<file path="src/verilog/smc_defs.svh">
`ifndef SMC_DEFS_SVH
`define SMC_DEFS_SVH

// Sleep mode selection codes.
`define SMC_MODE_NORMAL 4'h0
`define SMC_MODE_PIN 4'h1
`define SMC_MODE_CYC 4'h4
`define SMC_MODE_CYC_PIN 4'h5
`define SMC_MODE_SUPPORT 4'h7
`define SMC_MODE_SYNC_CYC 4'h8

// Timing: one tick of the sleep and wake settings, in nanoseconds.
`define SMC_CLK_PERIOD_NS 10
`define SMC_TICK_NS 1000000
`define SMC_TICK_CYCLES (`SMC_TICK_NS / `SMC_CLK_PERIOD_NS)

// Length of the brief poll window of a cyclic waker, in ticks.
`define SMC_BRIEF_WAKE_TICKS 16'h0001

// Reset values of the network sleep and wake times, in ticks.
`define SMC_NET_SLEEP_RST 16'h0064
`define SMC_NET_WAKE_RST 16'h0010

`endif

</file>
<file path="src/verilog/smc_pkg.sv">
package smc_pkg;

    // Power and phase states of the controller.
    typedef enum logic [1:0] {
        smc_st_on,
        smc_st_drain,
        smc_st_sleep,
        smc_st_wake
    } smc_state_e;

endpackage

</file>
<file path="src/verilog/smc_tmr_if.sv">
`timescale 1ns/1ps

// Control path between the sequencer and its tick timer.
interface smc_tmr_if #(
    parameter int TW = 16
);
    logic load;
    logic [TW-1:0] load_val;
    logic expired;

    modport ctl (output load, output load_val, input expired);
    modport tmr (input load, input load_val, output expired);
endinterface

</file>
<file path="src/verilog/smc_timer.sv">
`timescale 1ns/1ps
`include "smc_defs.svh"

// Down counter of ticks with a cycle prescaler.
module smc_timer #(
    parameter int TW = 16,
    parameter int TICK_CYCLES = `SMC_TICK_CYCLES
) (
    input wire logic ref_clk,
    input wire logic sys_rst,
    smc_tmr_if.tmr tif
);
    localparam int PW = $clog2(TICK_CYCLES + 1);
    localparam logic [PW-1:0] PRE_MAX = PW'(TICK_CYCLES - 1);

    logic [PW-1:0] pre_ff;
    logic [TW-1:0] cnt_ff;
    logic run_ff;
    logic expired_ff;
    logic tick;

    assign tick = (pre_ff == PRE_MAX);
    assign tif.expired = expired_ff;

    // ----------------------------------------------------------------
    // Prescaler: a load restarts it so a period starts on a full tick.
    // ----------------------------------------------------------------
    always_ff @(posedge ref_clk or posedge sys_rst) begin
        if (sys_rst) begin
            pre_ff <= '0;
        end else if (tif.load || tick) begin
            pre_ff <= '0;
        end else begin
            pre_ff <= pre_ff + PW'(1);
        end
    end

    // ----------------------------------------------------------------
    // Tick counter: a zero load is treated as one tick.
    // ----------------------------------------------------------------
    always_ff @(posedge ref_clk or posedge sys_rst) begin
        if (sys_rst) begin
            cnt_ff <= '0;
            run_ff <= 1'b0;
            expired_ff <= 1'b0;
        end else begin
            expired_ff <= 1'b0;
            if (tif.load) begin
                cnt_ff <= (tif.load_val == '0) ? TW'(1) : tif.load_val;
                run_ff <= 1'b1;
            end else if (run_ff && tick) begin
                if (cnt_ff == TW'(1)) begin
                    run_ff <= 1'b0;
                    expired_ff <= 1'b1;
                end
                cnt_ff <= cnt_ff - TW'(1);
            end
        end
    end
endmodule

</file>
<file path="src/verilog/smc_top.sv">
// Functional notes
// (RULE_01) Mode 0 stays awake always.
// (RULE_02) Mode 0 relays sync, never originates it.
// (RULE_03) Mode 1 finishes traffic before sleeping.
// (RULE_04) Mode 1 wakes when doze request falls.
// (RULE_05) Async wake sends poll when polling enabled.
// (RULE_06) Mode 4 sleeps, wakes briefly, resleeps idle.
// (RULE_07) Async cyclic awake indicator follows awake state.
// (RULE_08) Flow control: CTS low awake, high asleep.
// (RULE_09) Mode 5 cycles while held, wakes on release.
// (RULE_10) Mode 5 never sleeps while request released.
// (RULE_11) Mode 7 never sleeps, answers joins with sync.
// (RULE_12) Support node sends data only in wake.
// (RULE_13) Mode 8 sleeps, wakes in unison, resleeps.
// (RULE_14) Sync sleeper ignores radio and serial asleep.
// (RULE_15) Local timing used only until synchronized.
// (RULE_16) Awake indicator enabled follows awake state.
// (RULE_17) CTS held deasserted while sync sleeper sleeps.
// (RULE_18) Unsynced sleeper listens then sleeps, repeating.
// (RULE_19) Modes 4/5 data starts or restarts wake timer.
// (RULE_20) Wake timer expiry returns to sleep.
// (RULE_21) Coordinator sends one sync per wake; others relay.
// (RULE_22) Latest local timing change becomes network timing.
`timescale 1ns/1ps
`include "smc_defs.svh"

module smc_top
    import smc_pkg::*;
#(
    parameter int TW = 16,
    parameter int TICK_CYCLES = `SMC_TICK_CYCLES
) (
    input wire logic ref_clk,
    input wire logic sys_rst,
    input wire logic [3:0] sleep_mode_select,
    input wire logic [TW-1:0] wake_time,
    input wire logic [TW-1:0] sleep_period,
    input wire logic doze_request_pin,
    input wire logic cts_flow_enable,
    input wire logic awake_indicator_enable,
    input wire logic poll_enable,
    input wire logic sleep_coordinator,
    input wire logic settings_changed,
    input wire logic serial_rx_activity,
    input wire logic rf_rx_activity,
    input wire logic tx_busy,
    input wire logic rx_busy,
    input wire logic sync_rx_valid,
    input wire logic [TW-1:0] sync_rx_sleep,
    input wire logic [TW-1:0] sync_rx_wake,
    input wire logic join_request,
    output logic radio_on_ff,
    output logic host_accept_ff,
    output logic awake_ind_ff,
    output logic cts_n_ff,
    output logic poll_req_ff,
    output logic sync_tx_ff,
    output logic sync_relay_ff,
    output logic data_tx_ok_ff,
    output logic synced_ff,
    output logic [TW-1:0] synced_sleep_time_query_ff,
    output logic [TW-1:0] synced_wake_time_query_ff
);

    // ----------------------------------------------------------------
    // Declarations
    // ----------------------------------------------------------------
    // Control path to the tick timer.
    smc_tmr_if #(.TW(TW)) tif ();

    // Sequencer state and decoded mode.
    smc_state_e state_ff;
    smc_state_e nxt_state;
    logic [3:0] mode_ff;
    logic [TW-1:0] net_sleep_ff;
    logic [TW-1:0] net_wake_ff;
    logic [TW-1:0] sleep_len;
    logic [TW-1:0] wake_len;
    logic mode_chg;
    logic is_async_cyc;
    logic is_sync;
    logic tracks_net;
    logic data_in;
    logic awake_now;
    logic nxt_awake;
    logic wake_start;
    logic sync_heard;
    logic nxt_load;
    logic [TW-1:0] nxt_load_val;

    // ----------------------------------------------------------------
    // Mode decode.
    // ----------------------------------------------------------------
    assign mode_chg = (sleep_mode_select != mode_ff);
    assign is_async_cyc = (mode_ff == `SMC_MODE_CYC) ||
                          (mode_ff == `SMC_MODE_CYC_PIN);
    assign is_sync = (mode_ff == `SMC_MODE_SUPPORT) ||
                     (mode_ff == `SMC_MODE_SYNC_CYC);
    assign tracks_net = is_sync || (mode_ff == `SMC_MODE_NORMAL);
    assign data_in = serial_rx_activity || rf_rx_activity;

    // Local timing until synced, then the network's timing.
    assign sleep_len = synced_ff ? net_sleep_ff : sleep_period; // see RULE_15
    assign wake_len = synced_ff ? net_wake_ff : wake_time; // see RULE_15

    // Support and normal nodes never power down with the network phase.
    assign awake_now = (state_ff != smc_st_sleep) ||
                       (mode_ff == `SMC_MODE_SUPPORT) || // see RULE_11
                       (mode_ff == `SMC_MODE_NORMAL); // see RULE_01

    // A sync is only heard while the radio is powered.
    assign sync_heard = sync_rx_valid && awake_now &&
                        tracks_net && !mode_chg; // see RULE_14

    // ----------------------------------------------------------------
    // Sequencer: next state and timer loads.
    // ----------------------------------------------------------------
    always_comb begin
        nxt_state = state_ff;
        nxt_load = 1'b0;
        nxt_load_val = '0;
        // A mode change always restarts from the awake state.
        if (mode_chg) begin
            nxt_state = smc_st_on;
        end else begin
            unique case (state_ff)
                // Awake: each mode but mode 0 takes its own road into sleep.
                smc_st_on: begin
                    if (mode_ff == `SMC_MODE_PIN && doze_request_pin) begin
                        nxt_state = smc_st_drain; // see RULE_03
                    end else if (mode_ff == `SMC_MODE_CYC ||
                                 (mode_ff == `SMC_MODE_CYC_PIN &&
                                  doze_request_pin)) begin
                        nxt_state = smc_st_sleep; // see RULE_09
                        nxt_load = 1'b1;
                        nxt_load_val = sleep_period; // see RULE_06
                    end else if (is_sync) begin
                        nxt_state = smc_st_wake; // see RULE_18
                        nxt_load = 1'b1;
                        nxt_load_val = wake_len;
                    end
                end
                // Draining: wait for the radio to fall idle.
                smc_st_drain: begin
                    if (!doze_request_pin) begin
                        nxt_state = smc_st_on; // see RULE_04
                    end else if (!tx_busy && !rx_busy) begin
                        nxt_state = smc_st_sleep; // see RULE_03
                    end
                end
                // Asleep: a pin release or timer expiry wakes.
                smc_st_sleep: begin
                    if (mode_ff == `SMC_MODE_PIN ||
                        mode_ff == `SMC_MODE_CYC_PIN) begin
                        if (!doze_request_pin) begin
                            nxt_state = smc_st_on; // see RULE_04, RULE_10
                        end else if (is_async_cyc && tif.expired) begin
                            nxt_state = smc_st_wake;
                            nxt_load = 1'b1;
                            nxt_load_val = TW'(`SMC_BRIEF_WAKE_TICKS);
                        end
                    end else if (tif.expired) begin
                        nxt_state = smc_st_wake; // see RULE_06, RULE_13
                        nxt_load = 1'b1;
                        nxt_load_val = is_sync ? wake_len :
                                       TW'(`SMC_BRIEF_WAKE_TICKS);
                    end
                end
                // Wake window: sync realigns, data extends it.
                smc_st_wake: begin
                    if (mode_ff == `SMC_MODE_CYC_PIN &&
                        !doze_request_pin) begin
                        nxt_state = smc_st_on; // see RULE_09
                    end else if (sync_heard && is_sync) begin
                        // Realign the wake window to the sender.
                        nxt_load = 1'b1;
                        nxt_load_val = sync_rx_wake;
                    end else if (is_async_cyc && data_in) begin
                        nxt_load = 1'b1;
                        nxt_load_val = wake_time; // see RULE_19
                    end else if (tif.expired) begin
                        nxt_state = smc_st_sleep; // see RULE_20
                        nxt_load = 1'b1;
                        nxt_load_val = is_sync ? sleep_len :
                                       sleep_period; // see RULE_18
                    end
                end
                default: begin
                    nxt_state = smc_st_on;
                end
            endcase
        end
    end

    // The tick timer is loaded as the sequencer decides.
    assign tif.load = nxt_load;
    assign tif.load_val = nxt_load_val;

    // Awake level after this edge, used for every powered output.
    always_comb begin
        if (mode_chg) begin
            nxt_awake = 1'b1;
        end else begin
            nxt_awake = (nxt_state != smc_st_sleep) ||
                        (mode_ff == `SMC_MODE_SUPPORT) ||
                        (mode_ff == `SMC_MODE_NORMAL);
        end
    end

    // Start of a network wake period after a sleep period.
    assign wake_start = is_sync && !mode_chg &&
                        (state_ff == smc_st_sleep) &&
                        (nxt_state == smc_st_wake);

    // ----------------------------------------------------------------
    // State and mode registers.
    // ----------------------------------------------------------------
    always_ff @(posedge ref_clk or posedge sys_rst) begin
        if (sys_rst) begin
            state_ff <= smc_st_on;
            mode_ff <= `SMC_MODE_NORMAL;
        end else begin
            state_ff <= nxt_state;
            // The mode input is registered every edge.
            mode_ff <= sleep_mode_select;
        end
    end

    // ----------------------------------------------------------------
    // Network synchronization and shared timing.
    // ----------------------------------------------------------------
    always_ff @(posedge ref_clk or posedge sys_rst) begin
        if (sys_rst) begin
            synced_ff <= 1'b0;
            net_sleep_ff <= TW'(`SMC_NET_SLEEP_RST);
            net_wake_ff <= TW'(`SMC_NET_WAKE_RST);
        end else begin
            // Leaving the sync-tracking modes forgets the sync.
            if (!tracks_net) begin
                synced_ff <= 1'b0;
            end else if (sync_heard) begin
                synced_ff <= 1'b1;
            end
            // A local change is the newest setting and wins.
            if (settings_changed) begin
                net_sleep_ff <= sleep_period; // see RULE_22
                net_wake_ff <= wake_time; // see RULE_22
            end else if (sync_heard) begin
                net_sleep_ff <= sync_rx_sleep; // see RULE_15
                net_wake_ff <= sync_rx_wake;
            end
        end
    end

    // ----------------------------------------------------------------
    // Sync message origination and relay.
    // ----------------------------------------------------------------
    always_ff @(posedge ref_clk or posedge sys_rst) begin
        if (sys_rst) begin
            sync_tx_ff <= 1'b0;
            sync_relay_ff <= 1'b0;
        end else begin
            // One sync per wake period, or a reply to a joiner.
            sync_tx_ff <= (wake_start && sleep_coordinator) || // see RULE_21
                          (mode_ff == `SMC_MODE_SUPPORT && !mode_chg &&
                           synced_ff && join_request); // see RULE_11
            // Normal nodes relay but never originate.
            sync_relay_ff <= sync_heard &&
                             !(sleep_coordinator && is_sync); // see RULE_02
        end
    end

    // ----------------------------------------------------------------
    // Host side: power, indicator, flow control, poll.
    // ----------------------------------------------------------------
    always_ff @(posedge ref_clk or posedge sys_rst) begin
        if (sys_rst) begin
            radio_on_ff <= 1'b1;
            host_accept_ff <= 1'b1;
            awake_ind_ff <= 1'b0;
            cts_n_ff <= 1'b0;
            poll_req_ff <= 1'b0;
        end else begin
            // Powered outputs follow the awake level.
            radio_on_ff <= nxt_awake; // see RULE_01, RULE_13
            host_accept_ff <= nxt_awake; // see RULE_14
            if (sleep_mode_select == `SMC_MODE_CYC ||
                sleep_mode_select == `SMC_MODE_CYC_PIN) begin
                awake_ind_ff <= nxt_awake; // see RULE_07
            end else begin
                awake_ind_ff <= awake_indicator_enable &&
                                nxt_awake; // see RULE_16
            end
            // Active-low CTS: high only when asleep with flow control.
            cts_n_ff <= cts_flow_enable &&
                        !nxt_awake; // see RULE_08, RULE_17
            poll_req_ff <= poll_enable && !mode_chg && nxt_awake &&
                           !awake_now &&
                           (mode_ff == `SMC_MODE_PIN ||
                            is_async_cyc); // see RULE_05
        end
    end

    // ----------------------------------------------------------------
    // Data gating and timing query values.
    // ----------------------------------------------------------------
    always_ff @(posedge ref_clk or posedge sys_rst) begin
        if (sys_rst) begin
            data_tx_ok_ff <= 1'b1;
            synced_sleep_time_query_ff <= '0;
            synced_wake_time_query_ff <= '0;
        end else begin
            if (mode_chg) begin
                data_tx_ok_ff <= 1'b0;
            end else if (is_sync) begin
                // Network phase gates data on sync nodes.
                data_tx_ok_ff <= (nxt_state == smc_st_wake); // see RULE_12
            end else if (mode_ff == `SMC_MODE_NORMAL) begin
                data_tx_ok_ff <= 1'b1; // see RULE_02
            end else begin
                data_tx_ok_ff <= nxt_awake;
            end
            // Time queries read zero until synchronized.
            synced_sleep_time_query_ff <= synced_ff ? net_sleep_ff : '0;
            synced_wake_time_query_ff <= synced_ff ? net_wake_ff : '0;
        end
    end

    // ----------------------------------------------------------------
    // Tick timer for sleep and wake periods.
    // ----------------------------------------------------------------
    smc_timer #(
        .TW(TW),
        .TICK_CYCLES(TICK_CYCLES)
    ) u_timer (
        .ref_clk(ref_clk),
        .sys_rst(sys_rst),
        .tif(tif.tmr)
    );

endmodule

</file>
<file path="config.mk">
export PLATFORM = sky130hd
export DESIGN_NAME = smc_top
export DESIGN_NICKNAME = d
export VERILOG_FILES = /design/src/verilog/smc_pkg.sv /design/src/verilog/smc_tmr_if.sv /design/src/verilog/smc_timer.sv /design/src/verilog/smc_top.sv
export VERILOG_INCLUDE_DIRS = /design/src /design/src/verilog
export SDC_FILE = /design/constraint.sdc
export NUM_CORES = 1
export LEC_CHECK = 0
export BUFFER_PORTS_ARGS = -buffer_cell sky130_fd_sc_hd__buf_2
export CORE_MARGIN = 10
export CORE_UTILIZATION = 42
export CTS_CLUSTER_DIAMETER = 40
export DETAILED_ROUTE_END_ITERATION = 12
export PLACE_DENSITY = 0.71
export SLEW_MARGIN = 5
export SYNTH_ARGS = -nofsm -noshare
export SYNTH_HDL_FRONTEND = slang
export SYNTH_SLANG_ARGS = --single-unit
export TNS_END_PERCENT = 1
</file>
<file path="constraint.sdc">
create_clock -name ref_clk -period 7.9 [get_ports ref_clk]
set_input_delay 0.395 -clock ref_clk [delete_from_list [all_inputs] [get_ports ref_clk]]
set_output_delay 0.395 -clock ref_clk [all_outputs]
set_load 0.05 [all_outputs]
</file>
==> flow_metrics.env, run 1 <==
export IMPL_run_status="completed"
export IMPL_cts_htree_levels=4
export IMPL_floorplan_die_width_um=142
export IMPL_worstSetupStartpointType="flop"
export IMPL_worstSkewPairLatency_ns=0.42
export IMPL_route_antenna_remaining_nets=0
export IMPL_ir_worst_vdd_v=0.000162
export IMPL_synth_area_per_cell_um2=9.68
export IMPL_synth_mux_area_fraction=0.101
export IMPL_antenna_violations_before_repair=0
export IMPL_cts_repair_timing_setup_buffer_count=0
export IMPL_total_leakage_power_nw=3.47
export IMPL_drt_iter0_markers=384
export IMPL_synth_fp_nets=728
export IMPL_class_of_the_most_critical_setup_path="flop to flop"
export IMPL_gp_congestion=0.836
export IMPL_grt_first_pass_wirelength_mm=27.4
export IMPL_post_synthesis_share_of_cell_area_spent_on_and_or_nand_and_nor_gates=0.199
export IMPL_synth_async_sr_flop_share=1.00
export IMPL_detail_route_wl_per_cell_um=17.9
export IMPL_die_height_um=142
export IMPL_synth_edff_count=0
export IMPL_required_ns=8.24
export IMPL_crit_fanout=23
export IMPL_fin_setup_tns_ns=0
export IMPL_layout_filler_cells=1361
export IMPL_area_growth_pct=20.2
export IMPL_drt_vias_per_instance=5.51
export IMPL_via_count_of_the_first_global_routing_pass=5188
export IMPL_root_buffer="sky130_fd_sc_hd__clkbuf_16"
export IMPL_cts_buffers_inserted=17
export IMPL_setup_violating_endpoint_count_in_the_final_report=0
export IMPL_grt_total_usage=0.170
export IMPL_fp_row_count=44
export IMPL_slew_limit_headroom=0.251
export IMPL_final_period_util=0.444
export IMPL_report_final_slew_viol_count=0
export IMPL_synth_warnings=0
export IMPL_ys_ff_latch=113
export IMPL_antenna_diodes=0
export IMPL_hold_class="input pin to async pin"
export IMPL_post_syn_area_mm2=0.00622
export IMPL_detail_route_drc_violations=0
export IMPL_cts_root_to_sink_buffers=2
export IMPL_fin_util=0.515
export IMPL_synth_top_family_by_area="simple AND/OR/NAND/NOR gates"
export IMPL_grt_max_degree=66
export IMPL_worstMarginPinSlew_ns=1.12
export IMPL_ios=123
export IMPL_multiInputGateArea_mm2=0.00314
export IMPL_end_kind="flop"
export IMPL_cts_resized=0
export IMPL_finalHoldViolations=0
export IMPL_area_fraction_in_compound_gates_after_synthesis=0.168
export IMPL_whs_ns=0.0376
export IMPL_clkSlewWorstSetupHoldPaths_ns=0.06
export IMPL_power_density_mw_per_mm2=221
export IMPL_synth_xor_area_frac=0.0296
export IMPL_max_cap_viol_count=0
export IMPL_gate_count_after_technology_mapping=643
export IMPL_die_area_mm2=0.0201
export IMPL_synth_sequential_area_ratio=0.456
export IMPL_final_min_clock_period_ns=3.51
export IMPL_hpwlAfterDp_mm=12.0
export IMPL_synth_fa_ha_area_frac=0.00603
export IMPL_fmaxAchievable_mhz=285
export IMPL_most_common_layout_cells="122 x sky130_fd_sc_hd__buf_2, 107 x sky130_fd_sc_hd__dfrtp_1, 73 x sky130_fd_sc_hd__nand2_1, 61 x sky130_fd_sc_hd__o21ai_0, 45 x sky130_fd_sc_hd__mux2i_1"
export IMPL_drive_above_1_share=0.257
export IMPL_drt_pre_antenna_iters=5
export IMPL_cts_hold_repair_buffers=0
export IMPL_clock_tree_from_tritoncts="yes"
export IMPL_globalRoute_totalOverflow=0
export IMPL_initial_utilization=0.428
export IMPL_grt_setup_unrepaired="no"
export IMPL_vias=5194
export IMPL_critical_path_arrival_ns=3.85
export IMPL_mostFrequentLayoutCell="sky130_fd_sc_hd__buf_2"
export IMPL_final_setup_skew_ns=0.00820
export IMPL_nets=830
export IMPL_cts_sinks=113
export IMPL_post_synth_num_cell_types=62
export IMPL_layout_area_seq_mm2=0.00284
export IMPL_synth_ff_type="sky130_fd_sc_hd__dfrtp_1"
export IMPL_design_core_area_mm2=0.0145
export IMPL_place_port_buffers=122
export IMPL_postRouteWirelength_mm=16.9
-- critical path, cell delays in order (launching register included) --
cell	delay [ns]
sky130_fd_sc_hd__dfrtp_1	0.56
sky130_fd_sc_hd__or3b_2	0.55
sky130_fd_sc_hd__nor4_4	0.82
sky130_fd_sc_hd__or2_2	0.25
sky130_fd_sc_hd__o31a_1	0.12
sky130_fd_sc_hd__buf_4	0.24
sky130_fd_sc_hd__nand2b_1	0.48
sky130_fd_sc_hd__a21boi_0	0.24
sky130_fd_sc_hd__a2bb2oi_1	0.16
-- per-stage QoR --
step | cell area [um^2] | setup slack, ns | instances | power [W]
final | 7480 | 4.39 | 942 | 0.00165
after global routing | 7480 | 4.18 | 942 | 0.00173
after CTS | 7480 | 4.41 | 942 | 0.00167
after detailed placement | 6900 | 4.46 | 910 | 0.000904
after global placement | 6900 | 4.48 | 910 | 0.000900
after floorplan | 6220 | 4.53 | 643 | 0.000828
-- registers in the layout, summed over array words and instances, names as in the netlist --
signal	flops
awake_ind_ff	1
u_timer.pre_ff	17
synced_ff	1
poll_req_ff	1
u_timer.cnt_ff	16
cts_n_ff	1
net_wake_ff	16
synced_wake_time_query_ff	16
u_timer.run_ff	1
synced_sleep_time_query_ff	16
host_accept_ff	1
mode_ff	4
net_sleep_ff	16
state_ff	2
u_timer.tif.expired	1
data_tx_ok_ff	1
sync_relay_ff	1
sync_tx_ff	1
-- cell usage after synthesis, types with 10 or more instances --
library cell	n	area, um^2
sky130_fd_sc_hd__o21ai_0	61	305
sky130_fd_sc_hd__xnor2_1	10	87.6
sky130_fd_sc_hd__and2_1	42	263
sky130_fd_sc_hd__dfrtp_1	107	2680
sky130_fd_sc_hd__nand2_1	73	274
sky130_fd_sc_hd__nand3_1	13	65.1
sky130_fd_sc_hd__buf_2	13	65.1
sky130_fd_sc_hd__nor3_1	14	70.1
sky130_fd_sc_hd__inv_1	10	37.5
sky130_fd_sc_hd__o211a_1	13	130
sky130_fd_sc_hd__a22oi_1	12	90.1
sky130_fd_sc_hd__a21oi_1	10	50.1
sky130_fd_sc_hd__mux2i_1	45	450
sky130_fd_sc_hd__nor2_1	36	135
sky130_fd_sc_hd__mux2_2	16	180
sky130_fd_sc_hd__o21a_1	11	82.6
sky130_fd_sc_hd__clkbuf_1	23	86.3
sky130_fd_sc_hd__xor2_1	11	96.3
-- worst paths after layout --
kind                                        startpoint                                      to  slack [ns]  cells past startpoint
max                               mode_ff[2]$_DFF_PP0_          u_timer.cnt_ff[14]$_DFFE_PP0P_        4.39                      8
min in group ref_clk              sleep_mode_select[0]                    mode_ff[0]$_DFF_PP0_        0.10                      1
min                                            sys_rst  synced_wake_time_query_ff[7]$_DFF_PP0_        0.04                      2
min reg2reg                u_timer.pre_ff[0]$_DFF_PP0_             u_timer.pre_ff[0]$_DFF_PP0_        0.48                      1
max in group asynchronous                      sys_rst                   synced_ff$_DFFE_PP0P_        6.57                      3
max reg2reg                       mode_ff[2]$_DFF_PP0_          u_timer.cnt_ff[14]$_DFFE_PP0P_        4.39                      8
-- layout make-up --
| class | instances | area share |
|---|---|---|
| Multi-Input combinational cell | 476 | 0.420 |
| Sequential cell | 113 | 0.379 |
| Timing Repair Buffer | 127 | 0.0867 |
| Clock buffer | 17 | 0.0569 |
| Tap cell | 184 | 0.0308 |
| Clock inverter | 15 | 0.0211 |
| Inverter | 10 | 0.00535 |
-- layer usage --
metal / part of all wire / global-route usage / vias to the layer above
met3: 0.068 / 0.0597 / 24
li1: - / - / 2507
met1: 0.43 / 0.213 / 2517
met4: 0.014 / 0.0592 / 0
met2: 0.48 / 0.266 / 146
met5: 0 / 0 / -
-- report_power, final --
part           total, W  leakage, nW  internal [W]  switching (W)
sequential     0.000680         1.46      0.000631      0.0000492
clock          0.000758        0.289      0.000467       0.000292
combinational  0.000216         1.72     0.0000914       0.000124
total           0.00165         3.47       0.00119       0.000465
-- logic make-up after synthesis --
group                    count (synthesis)
AO/OA/AOI/OAI                          156
buffers and inverters                   54
multiplexers                            61
XOR/XNOR                                21
flip-flops                             113
AND/OR/NAND/NOR                        235
adder cells (fa/ha/maj)                  3
No activity file was read; power rests on OpenSTA's default activity.
==> inputs of run 2 (changes only) <==
Clock period 7.9 ns to 3.5 ns, I/O delays scaled along.
==> flow_metrics.env, run 2 (synthesis gave the netlist of run 1 again) <==
export IMPL_layout_filler_cells=1327
export IMPL_final_cells=965
export IMPL_postRouteWirelength_mm=17.1
export IMPL_clock_tree_from_tritoncts="yes"
export IMPL_hold_class="input pin to async pin"
export IMPL_via_count_of_the_first_global_routing_pass=5580
export IMPL_wl_met1_mm=7.57
export IMPL_route_antenna_remaining_nets=0
export IMPL_floorplan_die_width_um=142
export IMPL_mostFrequentLayoutCell="sky130_fd_sc_hd__buf_2"
export IMPL_grt_first_pass_wirelength_mm=28.8
export IMPL_cts_root_to_sink_buffers=2
export IMPL_root_buffer="sky130_fd_sc_hd__clkbuf_16"
export IMPL_topRoutingLayerUsed="met4"
export IMPL_drt_vias_per_instance=5.49
export IMPL_cts_sinks=113
export IMPL_initial_utilization=0.428
export IMPL_rr_worst_depth=8
export IMPL_grt_max_degree=74
export IMPL_met3_wirelength_um=982
export IMPL_clkSlewWorstSetupHoldPaths_ns=0.05
export IMPL_r2r_end="u_timer.cnt_ff[0]$_DFFE_PP0P_"
export IMPL_end_kind="flop"
export IMPL_cts_buffers_inserted=17
export IMPL_fmaxAchievable_mhz=317
export IMPL_globalRoute_totalOverflow=0
export IMPL_routed_wl_met2_mm=8.27
export IMPL_design_core_area_mm2=0.0145
export IMPL_post_dp_cell_area_mm2=0.00695
export IMPL_final_setup_skew_ns=0.00612
export IMPL_fp_row_count=44
export IMPL_antenna_violations_before_repair=0
export IMPL_nets=853
export IMPL_crit_fanout=14
export IMPL_hpwlAfterDp_mm=12.3
export IMPL_place_port_buffers=122
export IMPL_finalPower_w=0.00382
export IMPL_worstMarginPinSlew_ns=1.12
export IMPL_setup_violating_endpoint_count_in_the_final_report=0
export IMPL_max_cap_viol_count=0
export IMPL_total_leakage_power_nw=3.59
export IMPL_fin_util=0.533
export IMPL_worstSetupStartpointType="flop"
export IMPL_drive_above_1_share=0.252
export IMPL_power_density_mw_per_mm2=493
export IMPL_worstSkewPairLatency_ns=0.41
export IMPL_cts_htree_levels=4
export IMPL_gp_congestion=0.884
export IMPL_class_of_the_most_critical_setup_path="flop to flop"
export IMPL_die_height_um=142
export IMPL_finalHoldViolations=59
export IMPL_drt_pre_antenna_iters=5
export IMPL_ios=123
export IMPL_numPlacedInstances=914
export IMPL_final_min_clock_period_ns=3.16
export IMPL_stdcell_area_mm2=0.00775
export IMPL_slew_limit_headroom=0.254
export IMPL_grt_total_usage=0.175
export IMPL_die_area_mm2=0.0201
export IMPL_antenna_diodes=0
export IMPL_detail_route_wl_per_cell_um=17.7
export IMPL_whs_ns=-0.0262
export IMPL_cts_repair_timing_setup_buffer_count=0
export IMPL_fin_setup_tns_ns=0
export IMPL_final_period_util=0.902
export IMPL_ff2ff_setup_slack_ns=0.34
export IMPL_reg2reg_from="mode_ff[2]$_DFF_PP0_"
export IMPL_grt_setup_unrepaired="no"
export IMPL_run_status="finished, violations left"
export IMPL_report_final_slew_viol_count=0
export IMPL_regMostFlops="u_timer.pre_ff"
export IMPL_violations="negative hold slack"
export IMPL_most_common_layout_cells="122 x sky130_fd_sc_hd__buf_2, 107 x sky130_fd_sc_hd__dfrtp_1, 73 x sky130_fd_sc_hd__nand2_1, 61 x sky130_fd_sc_hd__o21ai_0, 45 x sky130_fd_sc_hd__mux2i_1"
export IMPL_detail_route_drc_violations=0
export IMPL_area_growth_pct=24.5
export IMPL_required_ns=3.84
export IMPL_vias=5300
export IMPL_critical_path_arrival_ns=3.49
export IMPL_ir_worst_vdd_v=0.000328
export IMPL_drt_iter0_markers=381
export IMPL_max_ffs_per_register=17
run 2: cell count changes in the layout (fill, tap and decap cells not counted), sizes merged, moves of 2 or more:
| cell | delta |
|---|---|
| inv | -5 |
| clkinv | -3 |
| buf | +4 |
| clkbuf | +5 |
| dlygate4sd3 | +19 |
| clkinvlp | +2 |
run 2: timing repair:
| action | in CTS | in global routing |
|---|---|---|
| hold buffers | 19 | 0 |
| endpoints found under the hold margin | 19 | 0 |
| gates resized for setup | 0 | 0 |
run 2: critical path: stages (launching register included):
cell	delay (ns)
sky130_fd_sc_hd__dfrtp_1	0.50
sky130_fd_sc_hd__nor4_1	0.48
sky130_fd_sc_hd__or3b_1	0.29
sky130_fd_sc_hd__nand4_1	0.50
sky130_fd_sc_hd__o21a_1	0.36
sky130_fd_sc_hd__a21oi_1	0.21
sky130_fd_sc_hd__nor4b_1	0.40
sky130_fd_sc_hd__nand4_1	0.16
sky130_fd_sc_hd__a31oi_1	0.18
run 2: worst max path at each step:
stage                           from                       endpoint  slack [ns]
6_report        mode_ff[2]$_DFF_PP0_  u_timer.cnt_ff[0]$_DFFE_PP0P_        0.34
3_3_place_gp   state_ff[1]$_DFF_PP0_          poll_req_ff$_DFF_PP0_        0.48
3_5_place_dp    mode_ff[2]$_DFF_PP0_  u_timer.cnt_ff[0]$_DFFE_PP0P_        0.39
5_1_grt         mode_ff[2]$_DFF_PP0_  u_timer.cnt_ff[0]$_DFFE_PP0P_        0.02
2_1_floorplan                sys_rst         awake_ind_ff$_DFF_PP0_        0.35
4_1_cts         mode_ff[2]$_DFF_PP0_  u_timer.cnt_ff[0]$_DFFE_PP0P_        0.38
run 2: where the power goes:
part / switching (W) / internal (W) / leakage (nW)
clock network: 0.000600 / 0.00117 / 0.292
logic: 0.000285 / 0.000223 / 1.83
registers: 0.000113 / 0.00143 / 1.46
run 2: cell type report:
cell class | instances | area, um^2 | share of cell area
Multi-Input combinational cell | 476 | 3140 | 0.406
Clock buffer | 22 | 474 | 0.0612
Inverter | 10 | 40.0 | 0.00517
Clock inverter | 10 | 133 | 0.0171
Timing Repair Buffer | 150 | 893 | 0.115
Sequential cell | 113 | 2840 | 0.366
Tap cell | 184 | 230 | 0.0297
run 2: per-layer routing:
layer  GRT usage  up-vias
met5           0        -
met3      0.0534       24
met2       0.283      165
met1       0.218     2547
met4      0.0538        0
li1            -     2564
run 2: through the flow:
| step | hold slack (ns) | worst slack, ns |
|---|---|---|
| detailed placement | 0.312 | 0.391 |
| global route | 0.00515 | 0.0229 |
| CTS | 0.00118 | 0.380 |
| global placement | 0.314 | 0.478 |
| floorplan | 0.206 | 0.348 |
| finish | -0.0262 | 0.342 |
